**config.mk**
```make
export PLATFORM = sky130hd
export DESIGN_NAME = mps_seq
export DESIGN_NICKNAME = d
export VERILOG_FILES = /design/src/hdl/mps_pkg.sv /design/src/hdl/mps_seq.sv
export VERILOG_INCLUDE_DIRS = /design/src /design/src/hdl
export SDC_FILE = /design/constraint.sdc
export NUM_CORES = 1
export LEC_CHECK = 0
export ABC_AREA = 1
export ABC_CLOCK_PERIOD_IN_PS = 2500
export BUFFER_PORTS_ARGS = -buffer_cell sky130_fd_sc_hd__buf_2
export CAP_MARGIN = 10
export CORE_ASPECT_RATIO = 1.2
export CORE_MARGIN = 8
export CORE_UTILIZATION = 57
export CTS_CLUSTER_DIAMETER = 200
export DETAILED_ROUTE_END_ITERATION = 10
export GPL_TIMING_DRIVEN = 0
export MAX_ROUTING_LAYER = met4
export PLACE_DENSITY_LB_ADDON = 0.2
export SYNTH_ARGS = -nofsm -noshare
export SYNTH_HDL_FRONTEND = slang
export SYNTH_SLANG_ARGS = --single-unit
```
**constraint.sdc**
```tcl
create_clock -name i_core_clk -period 2.5 [get_ports i_core_clk]
set_clock_uncertainty 0.05 [all_clocks]
set_input_delay 0.5 -clock i_core_clk [delete_from_list [all_inputs] [get_ports i_core_clk]]
set_output_delay 0.5 -clock i_core_clk [all_outputs]
set_load 0.005 [all_outputs]
```
**src/hdl/mps_consts.svh**
```systemverilog
`ifndef MPS_CONSTS_SVH
`define MPS_CONSTS_SVH
// Overview of operation
// - With the core off, outputs, inputs and pulls are all disabled.
// - In power-on reset, outputs and inputs are off and pulls are on.
// - Out of reset but unprogrammed, outputs off, inputs and pulls on.
// - A 32.768 kHz sleep clock within 500 ppm is supplied and monitored.

// Crystal settle time in microseconds and its count of core cycles.
`define MPS_XO_SETTLE_US     5000
`define MPS_CLK_MHZ          50
`define MPS_XO_SETTLE_CYC    (`MPS_XO_SETTLE_US * `MPS_CLK_MHZ)
// Sleep clock nominal frequency in Hz and tolerance in ppm.
`define MPS_SLP_HZ           32768
`define MPS_SLP_PPM          500
// Core cycles per sleep clock half period, nominal 762.9, with tolerance.
`define MPS_SLP_HALF_MIN     10'h2FA
`define MPS_SLP_HALF_MAX     10'h2FF
`define MPS_SLP_CNT_RST      10'h000
`endif

```
**src/hdl/mps_pkg.sv**
```systemverilog
package mps_pkg;
	// Device power and pin states.
	typedef enum logic [1:0] {
		MPS_OFF,
		MPS_POR,
		MPS_DEFAULT,
		MPS_PROGRAMMED
	} mps_state_t;
endpackage

```
**src/hdl/mps_seq.sv**
```systemverilog
`timescale 1ns/1ps
`include "mps_consts.svh"
module mps_seq #(
	parameter int N_PINS     = 8,
	parameter int SETTLE_CYC = `MPS_XO_SETTLE_CYC
) (
	input  wire logic              i_core_clk,      // Core clock, 50 MHz.
	input  wire logic              i_nrst,          // Async reset, low.
	input  wire logic              i_io_supply,     // I/O supply good pin.
	input  wire logic              i_power_enable,  // Power enable pin.
	input  wire logic              i_hard_reset_n,  // Hard reset pin, low.
	input  wire logic              i_sleep_clk,     // 32.768 kHz sleep clock.
	input  wire logic              i_fw_done,       // Firmware configured.
	input  wire logic [N_PINS-1:0] i_fw_oe,         // Programmed drivers.
	input  wire logic [N_PINS-1:0] i_fw_pull,       // Programmed pulls.
	output logic [N_PINS-1:0]      o_pin_oe,        // Output driver enables.
	output logic [N_PINS-1:0]      o_pin_ie,        // Input buffer enables.
	output logic [N_PINS-1:0]      o_pin_pull_en,   // Pull resistor enables.
	output logic                   o_core_rst_n,    // Core reset, low.
	output logic                   o_init_start,    // Init start pulse.
	output mps_pkg::mps_state_t    o_state,         // Present pin state.
	output logic                   o_sleep_tick,    // Sleep clock rising edge pulse.
	output logic                   o_sleep_clk_ok,  // Sleep clock in range.
	output logic                   o_settle_err     // Reset rose too early.
);
	import mps_pkg::*;

	// ****************************************
	// Pin synchronisers
	// ****************************************
	logic [3:0] sync1_q, sync1_d;
	logic [3:0] sync2_q, sync2_d;
	logic       slp_prev_q, slp_prev_d;
	logic       io_s, en_s, rstn_s, slp_s;

	// Two stages for each pin; only the second stage is read.
	// The supply, enable and reset pins follow the host's own timing,
	// so a first stage may go metastable; nothing but the second stage
	// may look at it. The sleep clock takes the same path.
	always_comb begin
		sync1_d = {i_sleep_clk, i_hard_reset_n, i_power_enable, i_io_supply};
		sync2_d = sync1_q;
		slp_prev_d = slp_s;
	end

	always_ff @(posedge i_core_clk or negedge i_nrst) begin
		if (!i_nrst) begin
			sync1_q <= 4'h0;
			sync2_q <= 4'h0;
			slp_prev_q <= 1'b0;
		end else begin
			sync1_q <= sync1_d;
			sync2_q <= sync2_d;
			slp_prev_q <= slp_prev_d;
		end
	end

	// Named views of the second synchroniser stage.
	assign io_s   = sync2_q[0];
	assign en_s   = sync2_q[1];
	assign rstn_s = sync2_q[2];
	assign slp_s  = sync2_q[3];

	// ****************************************
	// Power state machine
	// ****************************************
	mps_state_t state_q, state_d;
	logic       rstn_prev_q, rstn_prev_d;
	logic       init_q, init_d;
	logic [31:0] settle_q, settle_d;
	logic       err_q, err_d;

	// Tracks the pin state; supply or enable low forces power-down, hard reset low forces power-on reset.
	// The settle counter runs only while the crystal is powered and
	// hard reset is held, and it saturates, so a long hold is harmless.
	// An early release is not refused: the core still starts, and the
	// sticky error flag tells the host that its timing was short.
	always_comb begin
		state_d = state_q;
		rstn_prev_d = rstn_s;
		init_d = 1'b0;
		settle_d = settle_q;
		err_d = err_q;
		if (!io_s || !en_s) begin
			state_d = MPS_OFF;
			settle_d = 32'h0;
		end else if (!rstn_s) begin
			state_d = MPS_POR;
			if (settle_q < 32'(SETTLE_CYC))
				settle_d = settle_q + 32'h1;
		end else begin
			unique case (state_q)
				MPS_OFF, MPS_POR: begin
					// Start init only on the rising edge of hard reset.
					// A reset pin already high at power-up does not count.
					if (!rstn_prev_q) begin
						state_d = MPS_DEFAULT;
						init_d = 1'b1;
						// Flag a release before the crystal settled.
						if (settle_q < 32'(SETTLE_CYC))
							err_d = 1'b1;
					end
				end
				MPS_DEFAULT: begin
					if (i_fw_done)
						state_d = MPS_PROGRAMMED;
				end
				// Only a drop of supply, enable or hard reset leaves here.
				MPS_PROGRAMMED: state_d = MPS_PROGRAMMED;
			endcase
		end
	end

	always_ff @(posedge i_core_clk or negedge i_nrst) begin
		if (!i_nrst) begin
			state_q <= MPS_OFF;
			rstn_prev_q <= 1'b0;
			init_q <= 1'b0;
			settle_q <= 32'h0;
			err_q <= 1'b0;
		end else begin
			state_q <= state_d;
			rstn_prev_q <= rstn_prev_d;
			init_q <= init_d;
			settle_q <= settle_d;
			err_q <= err_d;
		end
	end

	// ****************************************
	// Pin control
	// ****************************************
	logic [N_PINS-1:0] oe_q, oe_d, ie_q, ie_d, pu_q, pu_d;

	// Drivers, buffers and pulls chosen from the power state.
	// They are worked out from the next state, so that the pin enables
	// and the state register change on the same edge and no pin ever
	// shows the settings of a state that has already ended.
	always_comb begin
		oe_d = '0;
		ie_d = '0;
		pu_d = '0;
		unique case (state_d)
			MPS_OFF: begin
				// Core supply is off: every pin stays floating.
			end
			MPS_POR: pu_d = '1;
			MPS_DEFAULT: begin
				ie_d = '1;
				pu_d = '1;
			end
			MPS_PROGRAMMED: begin
				oe_d = i_fw_oe;
				ie_d = ~i_fw_oe;
				pu_d = i_fw_pull;
			end
		endcase
	end

	always_ff @(posedge i_core_clk or negedge i_nrst) begin
		if (!i_nrst) begin
			oe_q <= '0;
			ie_q <= '0;
			pu_q <= '0;
		end else begin
			oe_q <= oe_d;
			ie_q <= ie_d;
			pu_q <= pu_d;
		end
	end

	// ****************************************
	// Sleep clock monitor
	// ****************************************
	logic [9:0] half_q, half_d;
	logic       ok_q, ok_d, tick_q, tick_d;

	// Measures each sleep clock half period against its tolerance window.
	// The synchroniser adds up to one core cycle of jitter to each
	// measured half period, so the window is a little wider than the
	// crystal tolerance alone. A clock that stops saturates the counter
	// and drops the good flag.
	always_comb begin
		half_d = half_q;
		ok_d = ok_q;
		tick_d = 1'b0;
		if (slp_s != slp_prev_q) begin
			tick_d = slp_s;
			// The counter misses the cycle of the edge itself, so one
			// cycle is added before the window is applied.
			ok_d = ((half_q + 10'h001) >= `MPS_SLP_HALF_MIN) &&
				((half_q + 10'h001) <= `MPS_SLP_HALF_MAX);
			half_d = `MPS_SLP_CNT_RST;
		end else if (half_q != 10'h3FF) begin
			half_d = half_q + 10'h001;
		end else begin
			ok_d = 1'b0;                              // Clock has stopped.
		end
	end

	always_ff @(posedge i_core_clk or negedge i_nrst) begin
		if (!i_nrst) begin
			half_q <= `MPS_SLP_CNT_RST;
			ok_q <= 1'b0;
			tick_q <= 1'b0;
		end else begin
			half_q <= half_d;
			ok_q <= ok_d;
			tick_q <= tick_d;
		end
	end

	// Outputs come straight from registers; the core reset is a decode
	// of the state register alone, never of the raw pins.
	assign o_pin_oe       = oe_q;
	assign o_pin_ie       = ie_q;
	assign o_pin_pull_en  = pu_q;
	assign o_core_rst_n   = (state_q == MPS_DEFAULT) ||
		(state_q == MPS_PROGRAMMED);
	assign o_init_start   = init_q;
	assign o_state        = state_q;
	assign o_sleep_tick   = tick_q;
	assign o_sleep_clk_ok = ok_q;
	assign o_settle_err   = err_q;
endmodule

```
==> results.py, run 1 <==
metrics = {
    "clock_tree": {
        "numCtsBuffers": 9,
        "clock_path_buffers": 2,
        "htree_num_levels": 3,
        "cts.sinks": 82,
        "cts_setup_buffers": 0,
        "cts_tree": "built",
        "worstSkewPairLatency_ns": 0.35,
        "clk_pin_slew_ns": 0.08,
        "clockRootBuffer": "clkbuf_8",
    },
    "final_layout": {
        "antennaDiodeCount": 0,
        "area_growth_pct": 15.4,
        "mostFrequentLayoutCells": "nand2_1, dfrtp_1, nor2_1",
        "fin_util": 0.673,
        "layoutNonFillerInstCount": 597,
        "fin_nets": 539,
        "mostFrequentLayoutCell": "nand2_1",
        "drive_gt1_frac": 0.154,
    },
    "synth": {
        "yosysSeqAreaShare": 0.553,
        "synthCells": 442,
        "synth-xor-area-share": 0.0236,
        "synth_fa_ha_area_frac": 0.0270,
        "yosys_warnings": 0,
        "ys_types": 28,
        "synthesis.nets": 473,
        "avgSynthCellArea_um2": 8.40,
        "ys_ff_latch": 82,
        "synthSimpleGateAreaFrac": 0.271,
        "synth-compound-area-share": 0.0523,
        "synthTopCellsByArea": "dfrtp_1, nand2_1, nor2_1",
        "synthesis.area_um2": 3710,
        "yosysTopAreaCell": "dfrtp_1",
        "synth_top_family_by_area": "simple AND/OR/NAND/NOR gates",
        "yosysTopAreaCellShare": 0.553,
        "synth.mux.area_fraction": 0,
    },
    "grt": {
        "grt_overflow_total": 0,
        "grt_pass1_wl_um": 13000,
        "grt_start_max_net_pins": 70,
        "grt_pass1_vias": 2932,
        "antenna_found_initial": 0,
        "grt_usage": 0.185,
    },
    "critical_path": {
        "critPathArrivalTime_ns": 2.44,
        "crit_path_max_fanout": 10,
        "cp-start-kind": "register",
        "critPathKind": "reg2reg",
        "crit_path_end_kind": "register",
        "cp.required_ns": 2.73,
        "ff2ff_setup_slack_ns": 0.29,
    },
    "sta": {
        "min_period_ns": 2.21,
        "max_freq_mhz": 452,
        "finalSetupTns_ns": 0,
        "finalSetupViolations": 0,
        "relSlewSlack": 0.671,
        "worst_pin_slew_ns": 0.490,
        "maxSlewViolCount": 0,
        "final_hold_viol_count": 0,
        "finalCritPeriodShare": 0.885,
        "rsz0062_at_grt": "false",
    },
    "pwr": {
        "ir_drop_uv": 431,
        "p_seq_frac": 0.586,
        "p_clk_frac": 0.346,
        "leakage_nw": 2.20,
        "swShare": 0.250,
        "switching_power_uw": 586,
        "internal_power_mw": 1.76,
        "power-per-cell-area_nw_per_um2": 548,
        "total_power_mw": 2.35,
        "pwr-share-comb": 0.067,
    },
    "place": {
        "place_inst": 581,
        "io_buffers": 53,
        "gp_congestion": 0.880,
        "dpl.hpwl_um": 5760,
    },
    "drt": {
        "avgRoutedWirePerCell_um": 12.9,
        "viasPerCell": 5.00,
        "drt_wl_total_um": 7730,
        "antenna_left": 0,
        "drc": 0,
        "drtPass1Iterations": 4,
        "vias": 2984,
        "drt_iter0_drc": 93,
    },
    "floorplanning": {
        "die_x_um": 89.7,
        "start_util": 0.583,
        "io_pins": 54,
        "rows": 32,
        "die-area_um2": 9360,
        "die_h_um": 104,
        "core-area_um2": 6370,
    },
    "run_status": {
        "outcome": "complete, no violations",
    },
    "run": {
        "maxCapViolations": 0,
    },
    "worst_hold_path": {
        "hold_class": "in2reg",
    },
}
-- per-layer routing --
metal  vias to the layer above  share of wire  GRT usage  wire length [um]
met1                      1417           0.41      0.207              3140
met4                         0          0.026     0.0977               201
met5                         -              0          -                 0
met3                        16          0.038     0.0300               290
met2                        50           0.53      0.303              4100
li1                       1501              -          -                 -
-- final timing paths --
path,cells past startpoint,start,endpoint
max reg2reg,8,sync2_q[1],o_pin_pull_en[3]
min in group asynchronous,2,i_nrst,settle_q[10]
min,1,i_hard_reset_n,sync1_q[2]
min reg2reg,0,sync1_q[3],sync2_q[3]
max,8,sync2_q[1],o_pin_pull_en[3]
max in group asynchronous,3,i_nrst,settle_q[23]
-- cell families after synthesis --
logic type                 count (synthesis)
xor gates and xnor gates                  10
AOI/OAI and AO/OA                         35
adders and majority gates                  8
and+or+nand+nor                          239
buffers and inverters                     68
DFF                                       82
-- sequential cells by signal (all words and copies together), names as in the netlist --
name            cells
half_q             10
o_settle_err        1
o_pin_pull_en       8
slp_prev_q          1
o_state             2
o_sleep_clk_ok      1
o_sleep_tick        1
settle_q           32
o_pin_oe            8
sync2_q             4
sync1_q             4
o_init_start        1
o_pin_ie            8
rstn_prev_q         1
-- power by group through the flow --
stage	combinational, mW	clock [mW]	sequential (mW)
finish	0.158	0.813	1.38
global route	0.181	0.866	1.38
CTS	0.162	0.827	1.37
detailed placement	0.159	0	1.40
global placement	0.149	0	1.40
floorplan	0.0730	0	1.40
-- synth_stat cells --
| library cell | count |
|---|---|
| a31o_2 | 1 |
| nand3_1 | 32 |
| a31oi_1 | 2 |
| nand2_2 | 1 |
| nor2_1 | 70 |
| a21oi_1 | 10 |
| or2_2 | 1 |
| dfrtp_1 | 82 |
| o22ai_1 | 1 |
| o21bai_1 | 2 |
| nand2_4 | 1 |
| nand3b_1 | 2 |
| nand2_1 | 116 |
| inv_1 | 56 |
| nor3_1 | 4 |
| a21boi_0 | 1 |
| ha_1 | 8 |
| nor3b_1 | 3 |
| inv_2 | 2 |
| o21ai_0 | 17 |
| buf_8 | 1 |
| xor2_1 | 9 |
| nand3_4 | 1 |
| clkbuf_1 | 8 |
| xnor2_1 | 1 |
| nand4_1 | 8 |
| a21oi_2 | 1 |
| buf_4 | 1 |
-- repair_timing --
item,4_1_cts,5_1_grt
hold endpoints to repair,13,0
setup endpoints to repair,0,10
gates resized for setup,0,2
hold buffers,1,0
-- worst max-delay path, cell delays in order, from the launching register on --
cell and delay [ns]:
dfrtp_1 0.33, nand2_1 0.18, clkbuf_1 0.30, a31oi_1 0.32
ha_1 0.20, clkbuf_1 0.27, clkbuf_2 0.29, nand2_1 0.08
a21oi_1 0.12
-- final cells by class --
class	instances	area, um^2
fillers	532	2080
plain buffers	10	53.8
clock inverters	5	32.5
well taps	85	106
multi-input cells	292	1390
repair buffers	55	305
inverters	58	218
flip-flops and latches	82	2050
clock buffers	10	128
-- per-stage QoR --
stage | cell area, um^2 | setup WS [ns] | hold WS, ns
2_1_floorplan | 3710 | 0.644 | 0.154
3_3_place_gp | 4080 | 0.220 | 0.283
3_5_place_dp | 4110 | 0.125 | 0.288
4_1_cts | 4280 | 0.112 | 0.194
5_1_grt | 4280 | 0.0318 | 0.192
6_report | 4280 | 0.287 | 0.207
(Power assumes the default switching activity.)
==> inputs of run 2 (changes only) <==
Settings changed: CORE_UTILIZATION 57 to 59, CTS_BUF_LIST from default to sky130_fd_sc_hd__clkbuf_4.
==> run 2 against run 1 <==
Critical path type unchanged. Routed wire length is 1.1% lower. Die area is 2.8% lower. Fmax is 0.35% lower. Count of clock-buffer cells in the layout stayed put. Combinational power hardly changed.
==> results.py, run 2 (synthesis results as in run 1) <==
metrics = {
    "grt": {
        "grt_overflow_total": 0,
        "antenna_found_initial": 0,
        "grt_start_max_net_pins": 63,
        "grt_pass1_vias": 3055,
        "grt_pass1_wl_um": 13000,
        "grt_usage": 0.191,
    },
    "critical_path": {
        "crit_path_end_kind": "register",
        "r2r-end": "o_pin_pull_en[0]",
        "critPathArrivalTime_ns": 2.52,
        "reg2regPathDepth": 8,
        "cp-start-kind": "register",
        "reg2reg_from": "sync2_q[0]",
        "critPathKind": "reg2reg",
        "ff2ff_setup_slack_ns": 0.28,
        "crit_path_max_fanout": 10,
        "cp.required_ns": 2.80,
    },
    "place": {
        "dpl.hpwl_um": 5760,
        "dpl_cell_area_um2": 4110,
        "io_buffers": 53,
        "gp_congestion": 0.911,
    },
    "drt": {
        "drtPass1Iterations": 4,
        "drt_wl_total_um": 7640,
        "vias": 2998,
        "antenna_left": 0,
        "avgRoutedWirePerCell_um": 12.8,
        "drc": 0,
        "drt_iter0_drc": 139,
        "viasPerCell": 5.04,
    },
    "sta": {
        "worst_pin_slew_ns": 0.471,
        "max_freq_mhz": 450,
        "maxSlewViolCount": 0,
        "relSlewSlack": 0.684,
        "finalCritPeriodShare": 0.888,
        "finalSetupTns_ns": 0,
        "rsz0062_at_grt": "false",
        "holdWs_ns": 0.134,
        "final_hold_viol_count": 0,
        "finalSetupViolations": 0,
        "min_period_ns": 2.22,
    },
    "floorplanning": {
        "die-area_um2": 9090,
        "die_x_um": 88.4,
        "start_util": 0.613,
        "io_pins": 54,
        "die_h_um": 103,
        "core-area_um2": 6050,
        "rows": 31,
    },
    "clock_tree": {
        "worstSkewPairLatency_ns": 0.42,
        "clk_pin_slew_ns": 0.13,
        "clockRootBuffer": "clkbuf_4",
        "cts.sinks": 82,
        "clock_path_buffers": 2,
        "cts_tree": "built",
        "htree_num_levels": 3,
        "numCtsBuffers": 9,
    },
    "run": {
        "maxCapViolations": 0,
    },
    "final_layout": {
        "drive_gt1_frac": 0.156,
        "reg_top3": "settle_q x32, half_q x10",
        "fin_nets": 539,
        "finalInstanceArea_um2": 4290,
        "area_growth_pct": 15.5,
        "antennaDiodeCount": 0,
        "mostFrequentLayoutCell": "nand2_1",
        "largest_reg_flops": 32,
        "regMostFlops": "settle_q",
        "mostFrequentLayoutCells": "nand2_1, dfrtp_1, nor2_1",
    },
    "pwr": {
        "total_power_mw": 2.40,
        "pwr-share-comb": 0.065,
        "switching_power_uw": 571,
        "power-per-cell-area_nw_per_um2": 561,
        "leakage_nw": 2.22,
        "internal_power_mw": 1.83,
        "p_seq_frac": 0.573,
        "swShare": 0.238,
        "p_clk_frac": 0.362,
        "ir_drop_uv": 537,
    },
    "worst_hold_path": {
        "min_from": "i_hard_reset_n",
        "hold_class": "in2reg",
        "min_to": "sync1_q[2]",
        "hold_depth": 1,
    },
    "run_status": {
        "outcome": "complete, no violations",
    },
}
## run 2: timing repair
item | in CTS | in global routing
hold buffers | 1 | 0
buffers inserted | 0 | 0
endpoints found under the hold margin | 20 | 0
resized for setup | 0 | 2
setup endpoints to repair | 0 | 10
## run 2: power by group through the flow
stage / combinational, mW / sequential, mW / clock [mW]
final: 0.157 / 1.38 / 0.869
after global routing: 0.186 / 1.38 / 0.933
after CTS: 0.161 / 1.38 / 0.892
after detailed placement: 0.159 / 1.40 / 0
after global placement: 0.149 / 1.40 / 0
after floorplan: 0.0730 / 1.40 / 0
## run 2: area by class of cell
type	instances	area (um^2)
flip-flops and latches	82	2050
clock buffers	10	75.1
plain buffers	10	53.8
inverters	58	218
fillers	518	1770
clock inverters	6	90.1
well taps	82	103
multi-input cells	292	1390
repair buffers	55	305
## run 2: worst max-delay path, cell delays in order, from the launching register on
cell,delay [ns]
dfrtp_1,0.34
nand2_1,0.17
clkbuf_1,0.29
a31oi_1,0.34
ha_1,0.22
clkbuf_1,0.27
clkbuf_2,0.29
nand2_1,0.08
a21oi_1,0.12
## run 2: metal layers
| layer | global-route usage | vias up | share of wire | routed length [um] |
|---|---|---|---|---|
| met2 | 0.332 | 64 | 0.54 | 4090 |
| met3 | 0.0431 | 17 | 0.036 | 272 |
| li1 | - | 1511 | - | - |
| met1 | 0.197 | 1406 | 0.40 | 3040 |
| met5 | - | - | 0 | 0 |
| met4 | 0.0991 | 0 | 0.031 | 237 |
## run 2: how the worst max path moves through the flow
stage | to | from
global placement | o_pin_pull_en[0] | sync2_q[0]
global route | o_pin_pull_en[0] | sync2_q[1]
finish | o_pin_pull_en[0] | sync2_q[0]
CTS | o_pin_pull_en[3] | sync2_q[0]
floorplan | o_pin_pull_en[0] | sync2_q[0]
detailed placement | o_pin_pull_en[3] | sync2_q[0]
## run 2: per-stage QoR
step | std cells | util | setup slack [ns]
2_1_floorplan | 442 | - | 0.644
3_3_place_gp | 577 | 0.674 | 0.209
3_5_place_dp | 578 | 0.679 | 0.131
4_1_cts | 595 | 0.708 | 0.0869
5_1_grt | 595 | 0.708 | 0.0379
6_report | 595 | 0.708 | 0.279
